### src/oisp_pkg.sv
/*
  Package for the opto-isolated serial port: frame layout, bit-mode codes,
  carrier structs and fifo sizing.
  Assumes nothing beyond a SystemVerilog compiler.
*/
package oisp_pkg;
  // ----------------------------------------------------------------
  // frame layout
  // ----------------------------------------------------------------
  localparam int unsigned OISP_DATA_BITS = 8;
  localparam int unsigned OISP_FRAME_BITS = 10;
  localparam logic [3:0] OISP_LAST_DATA_IDX = 4'h8;
  localparam logic [3:0] OISP_CHAN_BIT_IDX = 4'h9;
  localparam logic OISP_START_BIT = 1'b0;
  localparam logic OISP_IDLE_LEVEL = 1'b1;
  localparam logic OISP_CHAN_FIRST = 1'b0;
  localparam logic OISP_CHAN_SECOND = 1'b1;
  // ----------------------------------------------------------------
  // bit-mode codes
  // ----------------------------------------------------------------
  localparam logic [7:0] OISP_MODE_RELEASE = 8'h00;
  localparam logic [7:0] OISP_MODE_HOLD = 8'h10;
  // ----------------------------------------------------------------
  // buffering
  // ----------------------------------------------------------------
  localparam int unsigned OISP_FIFO_DEPTH = 32;
  localparam int unsigned OISP_WORD_W = 9;
  // ----------------------------------------------------------------
  // carriers
  // ----------------------------------------------------------------
  typedef struct packed {
    logic chan;
    logic [7:0] data;
  } oisp_word_t;
  typedef struct packed {
    logic first_en;
    logic second_en;
  } oisp_cfg_t;
endpackage : oisp_pkg

### src/oisp_port.sv
/*
  Opto-isolated serial port: fifo plus port top.
  Assumes link_shift_clock, serial_in_line come from outside the sys_clk
  domain, and the bit-mode byte is a level held by the command logic.
*/
`timescale 1ns/1ns
module oisp_fifo #(
  parameter int unsigned WIDTH = 9,
  parameter int unsigned DEPTH = 32
) (
  // clock and reset
  input wire logic sys_clk,
  input wire logic rst_n,
  // fill side
  input wire logic in_valid,
  output logic in_ready,
  input wire logic [WIDTH-1:0] in_data,
  // drain side
  output logic out_valid,
  input wire logic out_ready,
  output logic [WIDTH-1:0] out_data
);
  localparam int unsigned AW = $clog2(DEPTH);
  logic [WIDTH-1:0] mem [DEPTH];
  logic [AW-1:0] wr_ptr_reg;
  logic [AW-1:0] rd_ptr_reg;
  logic [AW:0] count_reg;
  logic do_wr;
  logic do_rd;

  assign in_ready = (count_reg != (AW+1)'(DEPTH));
  assign out_valid = (count_reg != '0);
  assign do_wr = in_valid && in_ready;
  assign do_rd = out_valid && out_ready;
  assign out_data = mem[rd_ptr_reg];

  always_ff @(posedge sys_clk) begin
    if (do_wr) begin
      mem[wr_ptr_reg] <= in_data;
    end
  end

  always_ff @(posedge sys_clk) begin
    if (!rst_n) begin
      wr_ptr_reg <= '0;
      rd_ptr_reg <= '0;
      count_reg <= '0;
    end else begin
      if (do_wr) begin
        wr_ptr_reg <= (wr_ptr_reg == AW'(DEPTH - 1)) ? '0 : wr_ptr_reg + 1'b1;
      end
      if (do_rd) begin
        rd_ptr_reg <= (rd_ptr_reg == AW'(DEPTH - 1)) ? '0 : rd_ptr_reg + 1'b1;
      end
      if (do_wr && !do_rd) begin
        count_reg <= count_reg + 1'b1;
      end else if (do_rd && !do_wr) begin
        count_reg <= count_reg - 1'b1;
      end
    end
  end
endmodule : oisp_fifo

// Summary of operation
// - any channel in serial mode routes the port onto the second channel's pins
// - serial mode per channel comes from configuration memory bits, not commands
// - bit-mode code 10 holds the port reset and silences the output line
// - while held, bytes from usb are still queued but not sent
// - bit-mode code 0 releases the port and queued bytes go out
// - an outgoing frame begins with a low start bit
// - no outgoing frame starts while a frame is being received
// - outgoing data bits go least significant first
// - outgoing frame ends with source channel bit, 0 first, 1 second
// - clear_to_receive drops at the rising clock edge after a start bit
// - eight incoming data bits are captured least significant first
// - destination 0 goes to first channel if enabled, else second
// - destination 1 goes to second channel if enabled, else first
// - with neither channel enabled the link logic is held reset and new usb bytes are dropped; both fifos keep their contents
// - clear_to_receive stays low until another byte can be accepted
module oisp_port #(
  parameter int unsigned DEPTH = oisp_pkg::OISP_FIFO_DEPTH
) (
  // clock and reset
  input wire logic sys_clk,
  input wire logic rst_n,
  // configuration memory bits and bit-mode setting
  input wire oisp_pkg::oisp_cfg_t cfg,
  input wire logic [7:0] bit_mode,
  // usb side, outgoing bytes
  input wire logic tx_valid,
  output logic tx_ready,
  input wire oisp_pkg::oisp_word_t tx_word,
  // usb side, incoming bytes
  output logic rx_valid,
  input wire logic rx_ready,
  output oisp_pkg::oisp_word_t rx_word,
  // pin group select
  output logic second_pins_serial,
  // link pins
  input wire logic link_shift_clock,
  input wire logic serial_in_line,
  output logic serial_out_line,
  output logic clear_to_receive
);
  import oisp_pkg::*;

  // ----------------------------------------------------------------
  // enables and hold
  // ----------------------------------------------------------------
  logic port_on;
  logic hold_reg;
  assign port_on = cfg.first_en || cfg.second_en;
  assign second_pins_serial = port_on;

  // hold is sticky between codes so other bit-mode values leave it alone
  always_ff @(posedge sys_clk) begin
    if (!rst_n) begin
      hold_reg <= 1'b0;
    end else if (bit_mode == OISP_MODE_HOLD) begin
      hold_reg <= 1'b1;
    end else if (bit_mode == OISP_MODE_RELEASE) begin
      hold_reg <= 1'b0;
    end
  end

  // ----------------------------------------------------------------
  // pin synchronisers
  // ----------------------------------------------------------------
  logic [2:0] clk_sync_reg;
  logic [2:0] din_sync_reg;
  logic clk_level_reg;
  logic din_level_reg;
  logic clk_rise;
  logic clk_fall;

  always_ff @(posedge sys_clk) begin
    if (!rst_n) begin
      // start at the parked clock level, so release shows no false edge
      clk_sync_reg <= 3'h7;
      din_sync_reg <= 3'h7;
      clk_level_reg <= 1'b1;
      din_level_reg <= 1'b1;
    end else begin
      clk_sync_reg <= {clk_sync_reg[1:0], link_shift_clock};
      din_sync_reg <= {din_sync_reg[1:0], serial_in_line};
      if (clk_sync_reg[2] == clk_sync_reg[1]) begin
        clk_level_reg <= clk_sync_reg[2];
      end
      if (din_sync_reg[2] == din_sync_reg[1]) begin
        din_level_reg <= din_sync_reg[2];
      end
    end
  end

  // edges seen only where stages two and three agree
  // external clock
  assign clk_rise = (clk_sync_reg[2] == clk_sync_reg[1]) && clk_sync_reg[2] && !clk_level_reg;
  assign clk_fall = (clk_sync_reg[2] == clk_sync_reg[1]) && !clk_sync_reg[2] && clk_level_reg;

  // ----------------------------------------------------------------
  // buffers
  // ----------------------------------------------------------------
  oisp_word_t txq_word;
  logic txq_valid;
  logic txq_take;
  oisp_word_t rxq_word_reg;
  logic rxq_push_reg;
  logic rxq_ready;

  oisp_fifo #(.WIDTH(OISP_WORD_W), .DEPTH(DEPTH)) tx_fifo (
    .sys_clk(sys_clk),
    .rst_n(rst_n),
    .in_valid(tx_valid && port_on),
    .in_ready(tx_ready),
    .in_data(tx_word),
    .out_valid(txq_valid),
    .out_ready(txq_take),
    .out_data(txq_word)
  );

  oisp_fifo #(.WIDTH(OISP_WORD_W), .DEPTH(DEPTH)) rx_fifo (
    .sys_clk(sys_clk),
    .rst_n(rst_n),
    .in_valid(rxq_push_reg),
    .in_ready(rxq_ready),
    .in_data(rxq_word_reg),
    .out_valid(rx_valid),
    .out_ready(rx_ready),
    .out_data(rx_word)
  );

  // ----------------------------------------------------------------
  // receiver
  // ----------------------------------------------------------------
  logic rx_busy_reg;
  logic [3:0] rx_idx_reg;
  logic [7:0] rx_shift_reg;
  logic cts_reg;

  always_ff @(posedge sys_clk) begin
    if (!rst_n || !port_on || hold_reg) begin
      rx_busy_reg <= 1'b0;
      rx_idx_reg <= 4'h0;
      rx_shift_reg <= 8'h00;
      rxq_push_reg <= 1'b0;
      rxq_word_reg <= '0;
    end else begin
      rxq_push_reg <= 1'b0;
      if (clk_rise) begin
        if (!rx_busy_reg) begin
          if (din_level_reg == OISP_START_BIT && cts_reg) begin
            rx_busy_reg <= 1'b1;
            rx_idx_reg <= 4'h1;
          end
        end else if (rx_idx_reg == OISP_CHAN_BIT_IDX) begin
          rx_busy_reg <= 1'b0;
          rxq_push_reg <= 1'b1;
          rxq_word_reg.data <= rx_shift_reg;
          if (din_level_reg == OISP_CHAN_FIRST) begin
            rxq_word_reg.chan <= cfg.first_en ? OISP_CHAN_FIRST : OISP_CHAN_SECOND;
          end else begin
            rxq_word_reg.chan <= cfg.second_en ? OISP_CHAN_SECOND : OISP_CHAN_FIRST;
          end
        end else begin
          rx_shift_reg <= {din_level_reg, rx_shift_reg[7:1]};
          rx_idx_reg <= rx_idx_reg + 4'h1;
        end
      end
    end
  end

  // lowered at the rise after a start bit, raised once space remains
  always_ff @(posedge sys_clk) begin
    if (!rst_n || !port_on || hold_reg) begin
      cts_reg <= 1'b0;
    end else if (clk_rise && !rx_busy_reg && din_level_reg == OISP_START_BIT && cts_reg) begin
      cts_reg <= 1'b0;
    end else if (!rx_busy_reg && !rxq_push_reg && rxq_ready) begin
      cts_reg <= 1'b1;
    end
  end
  assign clear_to_receive = cts_reg;

  // ----------------------------------------------------------------
  // transmitter
  // ----------------------------------------------------------------
  logic tx_busy_reg;
  logic [3:0] tx_idx_reg;
  oisp_word_t tx_hold_reg;
  logic out_reg;

  // popped as the start bit goes out so the word stays in hold
  // not while receiving
  assign txq_take = clk_fall && !tx_busy_reg && txq_valid && !rx_busy_reg
                    && !hold_reg && port_on;

  // bits change on the falling edge so the far side samples on the rise
  always_ff @(posedge sys_clk) begin
    if (!rst_n || !port_on || hold_reg) begin
      tx_busy_reg <= 1'b0;
      tx_idx_reg <= 4'h0;
      tx_hold_reg <= '0;
      out_reg <= OISP_IDLE_LEVEL;
    end else if (clk_fall) begin
      if (txq_take) begin
        tx_busy_reg <= 1'b1;
        tx_idx_reg <= 4'h1;
        tx_hold_reg <= txq_word;
        out_reg <= OISP_START_BIT;
      end else if (tx_busy_reg) begin
        if (tx_idx_reg == OISP_CHAN_BIT_IDX) begin
          out_reg <= tx_hold_reg.chan;
          tx_idx_reg <= tx_idx_reg + 4'h1;
        end else if (tx_idx_reg > OISP_CHAN_BIT_IDX) begin
          tx_busy_reg <= 1'b0;
          out_reg <= OISP_IDLE_LEVEL;
        end else begin
          out_reg <= tx_hold_reg.data[3'(tx_idx_reg - 4'h1)];
          tx_idx_reg <= tx_idx_reg + 4'h1;
        end
      end
    end
  end
  // far side may pause the clock; state simply waits for edges
  assign serial_out_line = out_reg;
endmodule : oisp_port

### config.mk
export PLATFORM = sky130hd
export DESIGN_NAME = oisp_port
export DESIGN_NICKNAME = d
export VERILOG_FILES = /design/src/oisp_pkg.sv /design/src/oisp_port.sv
export SDC_FILE = /design/constraint.sdc
export NUM_CORES = 1
export LEC_CHECK = 0
export ABC_AREA = 1
export ABC_CLOCK_PERIOD_IN_PS = 3220
export BUFFER_PORTS_ARGS = -buffer_cell sky130_fd_sc_hd__clkbuf_2
export CORE_ASPECT_RATIO = 1.4
export CORE_MARGIN = 3
export CORE_UTILIZATION = 40
export CTS_BUF_LIST = sky130_fd_sc_hd__clkbuf_4
export DETAILED_ROUTE_END_ITERATION = 8
export PLACE_DENSITY = 0.54
export SLEW_MARGIN = 40
export SYNTH_ARGS = -nofsm -noshare
export SYNTH_HDL_FRONTEND = slang
export SYNTH_SLANG_ARGS = --single-unit
export TNS_END_PERCENT = 30
### constraint.sdc
create_clock -name sys_clk -period 3.22 [get_ports sys_clk]
set_input_delay 0.805 -clock sys_clk [delete_from_list [all_inputs] [get_ports sys_clk]]
set_output_delay 0.805 -clock sys_clk [all_outputs]
set_load 0.005 [all_outputs]
==> reports/metrics.yaml, run 1 <==
clocking:
  clockBufferDepth: 3
  htree_num_levels: 4
  clock_sinks: 661
  cts_tree: "done"
  path_clk_slew_ns: 0.07
  root_buffer: "clkbuf_4"
  clock_latency_ns: 0.99
  cts_inserted_buffers: 163
pwr:
  power_frac_seq_pct: 47.2
  p_leak_nw: 12.3
  clock_power_share_pct: 33.5
  combPwrFrac_pct: 19.3
  p_sw_share_pct: 28.7
  p_switching_mw: 5.78
  p_int_mw: 14.3
  finalPower_mw: 20.1
  p_per_area_nw_per_um2: 625
  ir_drop_uv: 346
global_route:
  grt_util_all_layers_pct: 19.9
  grt_pass1_wl_um: 111000
  overflow: 0
  grt_max_degree: 151
  grt_pass1_vias: 19667
  antenna_found_initial: 2
sta:
  timing.hold.ws_ns: 0.128
  maxSlewViolCount: 0
  rsz0062_at_grt: "yes"
  fin_crit_ns: 3.47
  final-hold-violation-count: 0
  max_clock_freq_ghz: 0.288
  fin_ws_ns: -0.250
  timing.final.crit_share_pct: 108
  clock_skew_ns: 0.0532
  tightest_slew_ns: 0.866
  setup_violations: 9
  maxSlewHeadroom_pct: 42.2
logic_synthesis:
  ys_types: 39
  syn_area_um2: 28000
  syn-num-nets: 2705
  ys_seq_elements: 661
  netlist_instances: 2646
  yosysWarningCount: 0
  seq_area_frac_synth_pct: 68.0
  avgSynthCellArea_um2: 10.6
routing:
  ant_nets: 0
  routed_wirelength_um: 72200
  drc: 0
  drtIter0Drc: 1253
  dr_total_vias: 19376
  vias_per_cell: 5.02
  dr.pass1.iters: 5
  avgRoutedWirePerCell_um: 18.7
placement:
  portBuffers: 38
  placed_area_um2: 29300
  hpwlAfterDp_um: 43600
  gp_congestion: 0.853
critical_path:
  crit_fanout: 14
  cp_top_family: "simple AND/OR/NAND/NOR gates"
  crit_path_start_kind: "flop"
  slowest_delay_ns: 0.40
  cp.arrival_ns: 2.66
  cp_slowest_cell: "dfxtp_4"
  cp-end-kind: "primary output"
  r2r-start: "rx_fifo.count_reg[1]$_SDFFE_PN0P_"
  crit_top_cell: "nand2_1"
  path_cells: "buf_12 > clkinv_16 > buf_16 > nand2_1 > nand3_1 > nand3_1 > nand2_1 > nand2_1 > nand2_1 > nor2_2 > a21oi_2 > clkbuf_2"
  worstSetupPathType: "reg -> out"
  cp.required_ns: 2.41
  cp_num_buf_inv: 4
floorplanning:
  die_y_um: 319
  io_pins: 39
  die_area_um2: 73100
  rows: 114
  die_w_um: 229
  core_um2: 69200
  start_util_pct: 40.4
final_layout:
  top_regs: "rx_fifo.mem: 288 flops, tx_fifo.mem: 288 flops"
  finalNetCount: 2877
  area_growth_pct: 15.2
  layout_common_cells: "nand2_1, edfxtp_1, nand3_1"
  final_common_cell: "nand2_1"
  fill_cells: 6484
  drive_above_1_share_pct: 16.9
  final_area_um2: 32200
outcome:
  outcome: "finished with violations"
  violations: "negative setup slack"
flow_run:
  cap_violations: 0
hold_path:
  min_path_type: "in -> reg"
  min_from: "bit_mode[5]"
[worst paths after layout]
kind / slack (ns) / endpoint / depth (start not counted)
max: -0.25 / rx_word[0] / 12
min: 0.13 / hold_reg$_SDFFE_PN0P_ / 4
max reg2reg: 0.62 / rx_fifo.count_reg[5]$_SDFFE_PN0P_ / 15
min reg2reg: 0.42 / din_sync_reg[1]$_SDFF_PN1_ / 1
[logic make-up after synthesis]
| logic type | count (synthesis) | synth area share [%] |
|---|---|---|
| compound gates | 157 | 3.01 |
| xor+xnor | 13 | 0.407 |
| fa+ha+maj | 34 | 1.58 |
| buf+inv | 304 | 5.07 |
| flops | 661 | 68.0 |
| simple gates | 1477 | 22.0 |
[worst min-delay path, cell delays in order]
cell and delay, ns:
clkbuf_2 0.07, nor4_1 0.04, nand2_1 0.06, a21oi_1 0.06
[repair_timing]
| item | 4_1_cts | 5_1_grt |
|---|---|---|
| endpoints found under the hold margin | 2 | 0 |
| setup endpoints to repair | 9 | 9 |
| gates cloned | 9 | 0 |
| hold buffers | 2 | 0 |
| resized for setup | 87 | 42 |
| pin swaps | 20 | 17 |
| buffers inserted | 8 | 0 |
[Yosys cell counts (all sizes together)]
cell type,n,share of area (%)
o31ai,9,0.24
nor3b,2,0.072
clkbuf,28,0.38
and3,1,0.022
nor4,1,0.022
xnor2,7,0.22
nor3,22,0.39
fa,2,0.14
nand2,869,12
or2,7,0.17
xor2,6,0.19
edfxtp,576,62
inv,169,2.3
a21oi,76,1.4
dfxtp,85,6.1
nand4,5,0.11
o211ai,4,0.11
buf,103,2.4
nor2,175,2.4
a31oi,4,0.089
nand3,394,7.1
ha,32,1.4
o21a,1,0.027
o21ai,61,1.1
nand3b,1,0.027
a21boi,2,0.054
clkinv,4,0.054
[cell type report]
type / instances / area (um^2) / area share (%)
antenna: 4 / 10.0 / 0.0311
multi-input combinational: 1681 / 7930 / 24.6
clock inverter: 50 / 300 / 0.933
sequential: 661 / 19000 / 59.0
timing repair buffer: 138 / 1400 / 4.35
clock buffer: 227 / 1700 / 5.29
tap: 928 / 1160 / 3.61
inverter: 173 / 686 / 2.13
[power groups by stage]
stage	logic, mW	clock network, mW	registers, mW
floorplan	2.12	0	9.59
global placement	2.99	0	9.65
detailed placement	3.04	0	9.66
CTS	3.80	6.98	9.49
global route	4.25	7.43	9.51
finish	3.88	6.75	9.50
[through the flow]
stage	utilization, %	worst slack, ns	TNS (ns)	std cells
finish	46.5	-0.250	-1.95	3862
global route	46.5	-0.403	-3.55	3860
CTS	46.3	-0.344	-3.00	3858
detailed placement	42.3	0.270	0	3562
global placement	42.3	0.331	0	3562
floorplan	-	0.433	0	2646
[metal layers]
| metal | up-vias | track usage (%) | routed length (um) |
|---|---|---|---|
| met3 | 168 | 3.89 | 3080 |
| met5 | - | 0 | 0 |
| met1 | 9299 | 21.5 | 26900 |
| met4 | 0 | 10.4 | 3460 |
| met2 | 509 | 36.5 | 38800 |
| li1 | 9400 | - | - |
Power figures use the tool's default switching activity.
==> run 2, diff against run 1 <==
--- a/config.mk
+++ b/config.mk
@@ -5,7 +5,6 @@
 export SDC_FILE = /design/constraint.sdc
 export NUM_CORES = 1
 export LEC_CHECK = 0
-export ABC_AREA = 1
 export ABC_CLOCK_PERIOD_IN_PS = 3220
 export BUFFER_PORTS_ARGS = -buffer_cell sky130_fd_sc_hd__clkbuf_2
 export CORE_ASPECT_RATIO = 1.4
==> run 2 against run 1 <==
Net effect:
- the flow still finishes with violations (negative setup slack)
- sequential power fell by 0.4%
- combinational power fell by 42%
- setup slack got worse by 0.40 ns
- core utilization rose by 0.063 points
- maximum frequency fell by 10%
- register-to-register slack got worse by 0.35 ns
- cell count fell by 34%
- hold slack improved by 0.094 ns
- cell area fell by 6.2%
- critical endpoint is now rx_word[7]
==> reports/metrics.yaml, run 2 <==
outcome:
  outcome: "finished with violations"  # unchanged
  violations: "negative setup slack"  # unchanged
sta:
  rsz0062_at_grt: "yes"  # unchanged
  final-hold-violation-count: 0  # unchanged
  timing.final.crit_share_pct: 120  # was 108%
  setup_violations: 9  # unchanged
  max_clock_freq_ghz: 0.258  # was 0.288 GHz
  maxSlewViolCount: 0  # unchanged
  clock_skew_ns: 0.0583  # was 0.0532 ns
  setup_tns_ns: -5.71  # was -1.95 ns
  tightest_slew_ns: 0.794  # was 0.866 ns
  fin_ws_ns: -0.653  # was -0.250 ns
  maxSlewHeadroom_pct: 47.1  # was 42.2%
  fin_crit_ns: 3.87  # was 3.47 ns
critical_path:
  cp.required_ns: 2.41  # about the same
  worstSetupPathType: "reg -> out"  # unchanged
  crit_fanout: 8  # was 14
  rr_worst_depth: 10  # was 15
  crit_path_start_kind: "flop"  # unchanged
  r2r-start: "tx_fifo.count_reg[3]$_SDFFE_PN0P_"  # was rx_fifo.count_reg[1]$_SDFFE_PN0P_
  cp-end-kind: "primary output"  # unchanged
  r2r_end: "tx_fifo.count_reg[5]$_SDFFE_PN0P_"  # was rx_fifo.count_reg[5]$_SDFFE_PN0P_
  cp.arrival_ns: 3.07  # was 2.66 ns
  ff2ff_setup_slack_ns: 0.27  # was 0.62 ns
floorplanning:
  start_util_pct: 40.8  # was 40.4%
  core_um2: 64800  # was 69200 um^2
  die_w_um: 223  # was 229 um
  die_y_um: 310  # was 319 um
  io_pins: 39  # unchanged
  die_area_um2: 69200  # was 73100 um^2
  rows: 110  # was 114
logic_synthesis:
  netlist_instances: 1378  # was 2646
  ys_seq_elements: 661  # unchanged
  seq_area_frac_synth_pct: 71.9  # was 68.0%
  synth-edff-count: 576  # unchanged
  synth_flop_cell: "edfxtp_1"  # unchanged
  ys_types: 63  # was 39
  synth_area_leaders: "edfxtp_1, mux4_2, dfxtp_1"  # was edfxtp_1, nand2_1, nand3_1
  ys_top_cells_by_count: "edfxtp_1, mux4_2, nor2_1"  # was nand2_1, edfxtp_1, nand3_1
  syn_area_um2: 26400  # was 28000 um^2
  yosysWarningCount: 0  # unchanged
  synth_area_leader_cell: "edfxtp_1"  # unchanged
  avgSynthCellArea_um2: 19.2  # was 10.6 um^2
  syn-num-nets: 1437  # was 2705
  synthArstFlopShare_pct: 0  # unchanged
  yosysMostFrequentCell: "edfxtp_1"  # was nand2_1
  synth_top_area_share_pct: 65.5  # was 61.9%
final_layout:
  fill_cells: 5533  # was 6484
  post-route-util_pct: 46.6  # was 46.5%
  drive_above_1_share_pct: 35.0  # was 16.9%
  final_common_cell: "edfxtp_1"  # was nand2_1
  area_growth_pct: 14.4  # was 15.2%
  finalNetCount: 1655  # was 2877
  final_area_um2: 30200  # was 32200 um^2
  layout_common_cells: "edfxtp_1, clkbuf_4, mux4_2"  # was nand2_1, edfxtp_1, nand3_1
  top_regs: "rx_fifo.mem: 288 flops, tx_fifo.mem: 288 flops"  # unchanged
clocking:
  cts_inserted_buffers: 161  # was 163
  clock_sinks: 661  # unchanged
  cts_tree: "done"  # unchanged
  path_clk_slew_ns: 0.06  # was 0.07 ns
  htree_num_levels: 4  # unchanged
  clockBufferDepth: 3  # unchanged
  root_buffer: "clkbuf_4"  # unchanged
  clock_latency_ns: 0.95  # was 0.99 ns
routing:
  dr.pass1.iters: 5  # unchanged
  avgRoutedWirePerCell_um: 23.3  # was 18.7 um
  drc: 0  # unchanged
  vias_per_cell: 5.26  # was 5.02
  drtIter0Drc: 908  # was 1253
  routed_wirelength_um: 59600  # was 72200 um
  ant_nets: 0  # unchanged
  dr_total_vias: 13461  # was 19376
global_route:
  antenna_found_initial: 1  # was 2
  grt_pass1_vias: 14711  # was 19667
  grt_max_degree: 37  # was 151
  grt_pass1_wl_um: 90800  # was 111000 um
  grt_util_all_layers_pct: 17.8  # was 19.9%
  overflow: 0  # unchanged
hold_path:
  hold_depth: 4  # unchanged
  min_from: "bit_mode[0]"  # was bit_mode[5]
  hold_end: "hold_reg$_SDFFE_PN0P_"  # unchanged
  min_path_type: "in -> reg"  # unchanged
pwr:
  ir_drop_uv: 437  # was 346 uV
  p_leak_nw: 9.96  # was 12.3 nW
  p_per_area_nw_per_um2: 612  # was 625 nW/um^2
  finalPower_mw: 18.5  # was 20.1 mW
placement:
  placed_area_um2: 28000  # was 29300 um^2
  hpwlAfterDp_um: 38200  # was 43600 um
  gp_congestion: 0.768  # was 0.853
  portBuffers: 38  # unchanged
flow_run:
  cap_violations: 0  # unchanged
run 2: how the worst max path moves through the flow:
stage | end | cells past startpoint | start | slack, ns
final | rx_word[7] | 6 | flop | -0.65
after global routing | rx_word[6] | 6 | flop | -0.83
after CTS | rx_word[7] | 6 | flop | -0.83
after detailed placement | tx_fifo.count_reg[5]$_SDFFE_PN0P_ | 11 | cfg[0] | 0.11
after global placement | rx_word[7] | 5 | flop | 0.17
after floorplan | rx_fifo.count_reg[4]$_SDFFE_PN0P_ | 10 | rx_fifo.count_reg[1]$_SDFFE_PN0P_ | 0.31
run 2: kinds of logic after synthesis:
| group | share of synthesized area [%] |
|---|---|
| muxes | 16.8 |
| DFF | 71.9 |
| and+or+nand+nor | 5.14 |
| xor gates and xnor gates | 0.331 |
| AOI/OAI and AO/OA | 2.35 |
| adders and majority gates | 1.67 |
| buffers and inverters | 1.78 |
run 2: critical path: stages (launching register included):
cell	delay, ns
dfxtp_4	0.37
buf_12	0.15
buf_16	0.15
mux4_2	0.50
mux4_2	0.55
mux2_4	0.30
clkbuf_2	0.12
run 2: layout make-up:
cell class	instances	area [um^2]	area share [%]
Antenna cell	1	2.50	0.00828
Clock buffer	233	1750	5.79
Clock inverter	51	283	0.936
Inverter	20	75.1	0.248
Multi-Input combinational cell	632	7050	23.3
Sequential cell	661	19000	63.0
Tap cell	840	1050	3.48
Timing Repair Buffer	120	978	3.24
run 2: per-layer routing:
metal	vias to the layer above	global-route usage, %	routed length [um]
met5	-	0	0
met1	6969	19.4	22100
met2	273	34.1	33800
met4	0	6.39	1420
met3	100	3.73	2210
li1	6119	-	-
run 2: through the flow:
step	setup slack (ns)	hold slack, ns	instances
2_1_floorplan	0.307	0.386	1378
3_5_place_dp	0.114	0.397	2264
5_1_grt	-0.832	0.158	2558
3_3_place_gp	0.170	0.393	2264
6_report	-0.653	0.222	2558
4_1_cts	-0.829	0.0686	2557
run 2: what timing repair did:
item | in CTS | in global routing
endpoints found under the hold margin | 3 | 0
setup endpoints to repair | 10 | 12
pin swaps | 1 | 0
gates resized for setup | 12 | 6
hold buffers | 3 | 0
cloned | 1 | 0
setup buffers | 5 | 0
run 2: where the power goes:
part	total (mW)	leakage, nW	switching (mW)	internal, mW
logic	2.25	2.64	1.02	1.23
clock network	6.78	1.20	3.28	3.50
registers	9.46	6.12	0.118	9.34
total	18.5	9.96	4.42	14.1
==> run 3, diff against run 2 <==
--- a/config.mk
+++ b/config.mk
@@ -8,11 +8,10 @@
 export ABC_CLOCK_PERIOD_IN_PS = 3220
 export BUFFER_PORTS_ARGS = -buffer_cell sky130_fd_sc_hd__clkbuf_2
 export CORE_ASPECT_RATIO = 1.4
-export CORE_MARGIN = 3
-export CORE_UTILIZATION = 40
+export CORE_UTILIZATION = 24
 export CTS_BUF_LIST = sky130_fd_sc_hd__clkbuf_4
 export DETAILED_ROUTE_END_ITERATION = 8
-export PLACE_DENSITY = 0.54
+export PLACE_DENSITY = 0.36
 export SLEW_MARGIN = 40
 export SYNTH_ARGS = -nofsm -noshare
 export SYNTH_HDL_FRONTEND = slang
==> run 3 against run 2 <==
Net effect:
- the flow still finishes with violations (negative setup slack)
- sequential share of layout area decreased by 2.6 points
- cell area increased by 4.2%
- sequential power about the same
- critical path type unchanged
==> reports/metrics.yaml, run 3 (synthesized netlist as in run 2, its figures left out) <==
outcome:
  outcome: "finished with violations"  # unchanged
  violations: "negative setup slack"  # unchanged
clocking:
  cts_tree: "done"  # unchanged
  clockBufferDepth: 3  # unchanged
  root_buffer: "clkbuf_4"  # unchanged
  cts_inserted_buffers: 176  # was 161
  path_clk_slew_ns: 0.06  # about the same
  clock_latency_ns: 1.05  # was 0.95 ns
  htree_num_levels: 4  # unchanged
  clock_sinks: 661  # unchanged
sta:
  maxSlewViolCount: 0  # unchanged
  max_clock_freq_ghz: 0.245  # was 0.258 GHz
  fin_ws_ns: -0.867  # was -0.653 ns
  maxSlewHeadroom_pct: 46.6  # was 47.1%
  final-hold-violation-count: 0  # unchanged
  setup_violations: 9  # unchanged
  timing.final.crit_share_pct: 127  # was 120%
  tightest_slew_ns: 0.801  # was 0.794 ns
  clock_skew_ns: 0.0665  # was 0.0583 ns
  rsz0062_at_grt: "yes"  # unchanged
  fin_crit_ns: 4.09  # was 3.87 ns
placement:
  gp_congestion: 0.704  # was 0.768
  portBuffers: 38  # unchanged
  hpwlAfterDp_um: 44400  # was 38200 um
  placed_area_um2: 28900  # was 28000 um^2
final_layout:
  finalNetCount: 1691  # was 1655
  fill_cells: 11026  # was 5533
  drive_above_1_share_pct: 36.4  # was 35.0%
  area_growth_pct: 19.2  # was 14.4%
  final_area_um2: 31500  # was 30200 um^2
  top_regs: "rx_fifo.mem: 288 flops, tx_fifo.mem: 288 flops"  # unchanged
  multi_input_area_um2: 7050  # unchanged
  ff_latch_area_um2: 19000  # about the same
  final_common_cell: "edfxtp_1"  # unchanged
  layout_common_cells: "edfxtp_1, clkbuf_4, mux4_2"  # unchanged
global_route:
  overflow: 0  # unchanged
  grt_pass1_vias: 14826  # was 14711
  antenna_found_initial: 2  # was 1
  grt_pass1_wl_um: 103000  # was 90800 um
  grt_util_all_layers_pct: 13.0  # was 17.8%
  grt_max_degree: 40  # was 37
critical_path:
  cp-end-kind: "primary output"  # unchanged
  slowest_delay_ns: 0.55  # about the same
  path_cells: "buf_12 > buf_12 > buf_16 > mux4_2 > mux4_2 > mux2_4 > clkbuf_2"  # was buf_12 > buf_16 > mux4_2 > mux4_2 > mux2_4 > clkbuf_2
  cp_slowest_cell: "mux4_2"  # unchanged
  cp_top_family: "multiplexers"  # unchanged
  crit_fanout: 5  # was 8
  cp.arrival_ns: 3.28  # was 3.07 ns
  cp_num_buf_inv: 4  # was 3
  cp.required_ns: 2.41  # about the same
  worstSetupPathType: "reg -> out"  # unchanged
  crit_path_start_kind: "flop"  # unchanged
floorplanning:
  die_y_um: 395  # was 310 um
  die_area_um2: 111000  # was 69200 um^2
  io_pins: 39  # unchanged
  rows: 143  # was 110
  start_util_pct: 24.3  # was 40.8%
  die_w_um: 282  # was 223 um
  core_um2: 109000  # was 64800 um^2
routing:
  dr_total_vias: 13697  # was 13461
  vias_per_cell: 4.26  # was 5.26
  avgRoutedWirePerCell_um: 22.0  # was 23.3 um
  dr.pass1.iters: 4  # was 5
  routed_wirelength_um: 70700  # was 59600 um
  ant_nets: 0  # unchanged
  drtIter0Drc: 650  # was 908
  drc: 0  # unchanged
pwr:
  p_per_area_nw_per_um2: 617  # was 612 nW/um^2
  finalPower_mw: 19.4  # was 18.5 mW
  ir_drop_uv: 271  # was 437 uV
  p_leak_nw: 10.2  # was 9.96 nW
hold_path:
  min_path_type: "in -> reg"  # unchanged
flow_run:
  cap_violations: 0  # unchanged
-- run 3: cell types whose count changed in the layout (fill, tap and decap cells not counted), sizes merged --
| cell | change |
|---|---|
| dlygate4sd3 | +1 |
| clkinv | -8 |
| inv | -1 |
| clkbuf | +35 |
| buf | +19 |
-- run 3: layout make-up --
type,instances,share of cell area [%]
sequential,661,60.4
multi-input combinational,632,22.4
clock buffer,267,6.36
tap,1450,5.76
timing repair buffer,141,4.06
clock inverter,42,0.783
inverter,20,0.238
antenna,1,0.00795
-- run 3: final timing paths --
kind / from / endpoint / slack [ns] / cells after the start
max: flop / rx_word[8] / -0.87 / 7
min reg2reg: clk_sync_reg[0]$_SDFF_PN1_ / clk_sync_reg[1]$_SDFF_PN1_ / 0.42 / 1
max reg2reg: tx_fifo.count_reg[3]$_SDFFE_PN0P_ / tx_fifo.count_reg[5]$_SDFFE_PN0P_ / 0.28 / 10
min: cfg[1] / rxq_word_reg[8]$_SDFFE_PP0P_ / 0.25 / 4
-- run 3: metrics by stage --
| stage | utilization [%] | instances | setup WS [ns] | hold WS (ns) | setup TNS (ns) |
|---|---|---|---|---|---|
| CTS | 28.9 | 3212 | -1.04 | 0.0565 | -9.50 |
| finish | 28.9 | 3214 | -0.867 | 0.249 | -7.36 |
| global placement | 26.5 | 2888 | 0.148 | 0.399 | 0 |
| global route | 28.9 | 3214 | -1.05 | 0.145 | -9.38 |
| detailed placement | 26.6 | 2889 | 0.123 | 0.401 | 0 |
| floorplan | - | 1378 | 0.307 | 0.386 | 0 |
-- run 3: power breakdown --
| part | internal [mW] | leakage (nW) | switching (mW) | total (mW) |
|---|---|---|---|---|
| clock network | 3.93 | 1.33 | 3.52 | 7.45 |
| registers | 9.35 | 6.12 | 0.117 | 9.46 |
| logic | 1.36 | 2.79 | 1.17 | 2.52 |
-- run 3: worst reg2reg max path, stage by stage (launching register included) --
cell and delay [ns]:
dfxtp_2 0.33, or4_4 0.58, o311a_1 0.34, ha_1 0.25, inv_1 0.23, ha_1 0.31, a21oi_1 0.20, a21boi_0 0.15
o21ai_0 0.23, a21o_1 0.11, nand4_1 0.08
-- run 3: metal layers --
layer  vias up  routed length (um)  share of wire [%]  GRT usage (%)
li1       6218                   -                  -              -
met1      7092               26400                 37           13.6
met2       268               39700                 56           24.4
met3       117                2730                3.9           3.22
met4         2                1870                2.6           5.36
met5         -                  13              0.018              0
-- run 3: what timing repair did --
| action | CTS | global route |
|---|---|---|
| gates cloned | 6 | 1 |
| pin swaps | 1 | 0 |
| hold buffers | 4 | 0 |
| setup endpoints to repair | 10 | 10 |
| setup buffers | 4 | 0 |
| gates resized for setup | 15 | 1 |
| endpoints found under the hold margin | 3 | 0 |
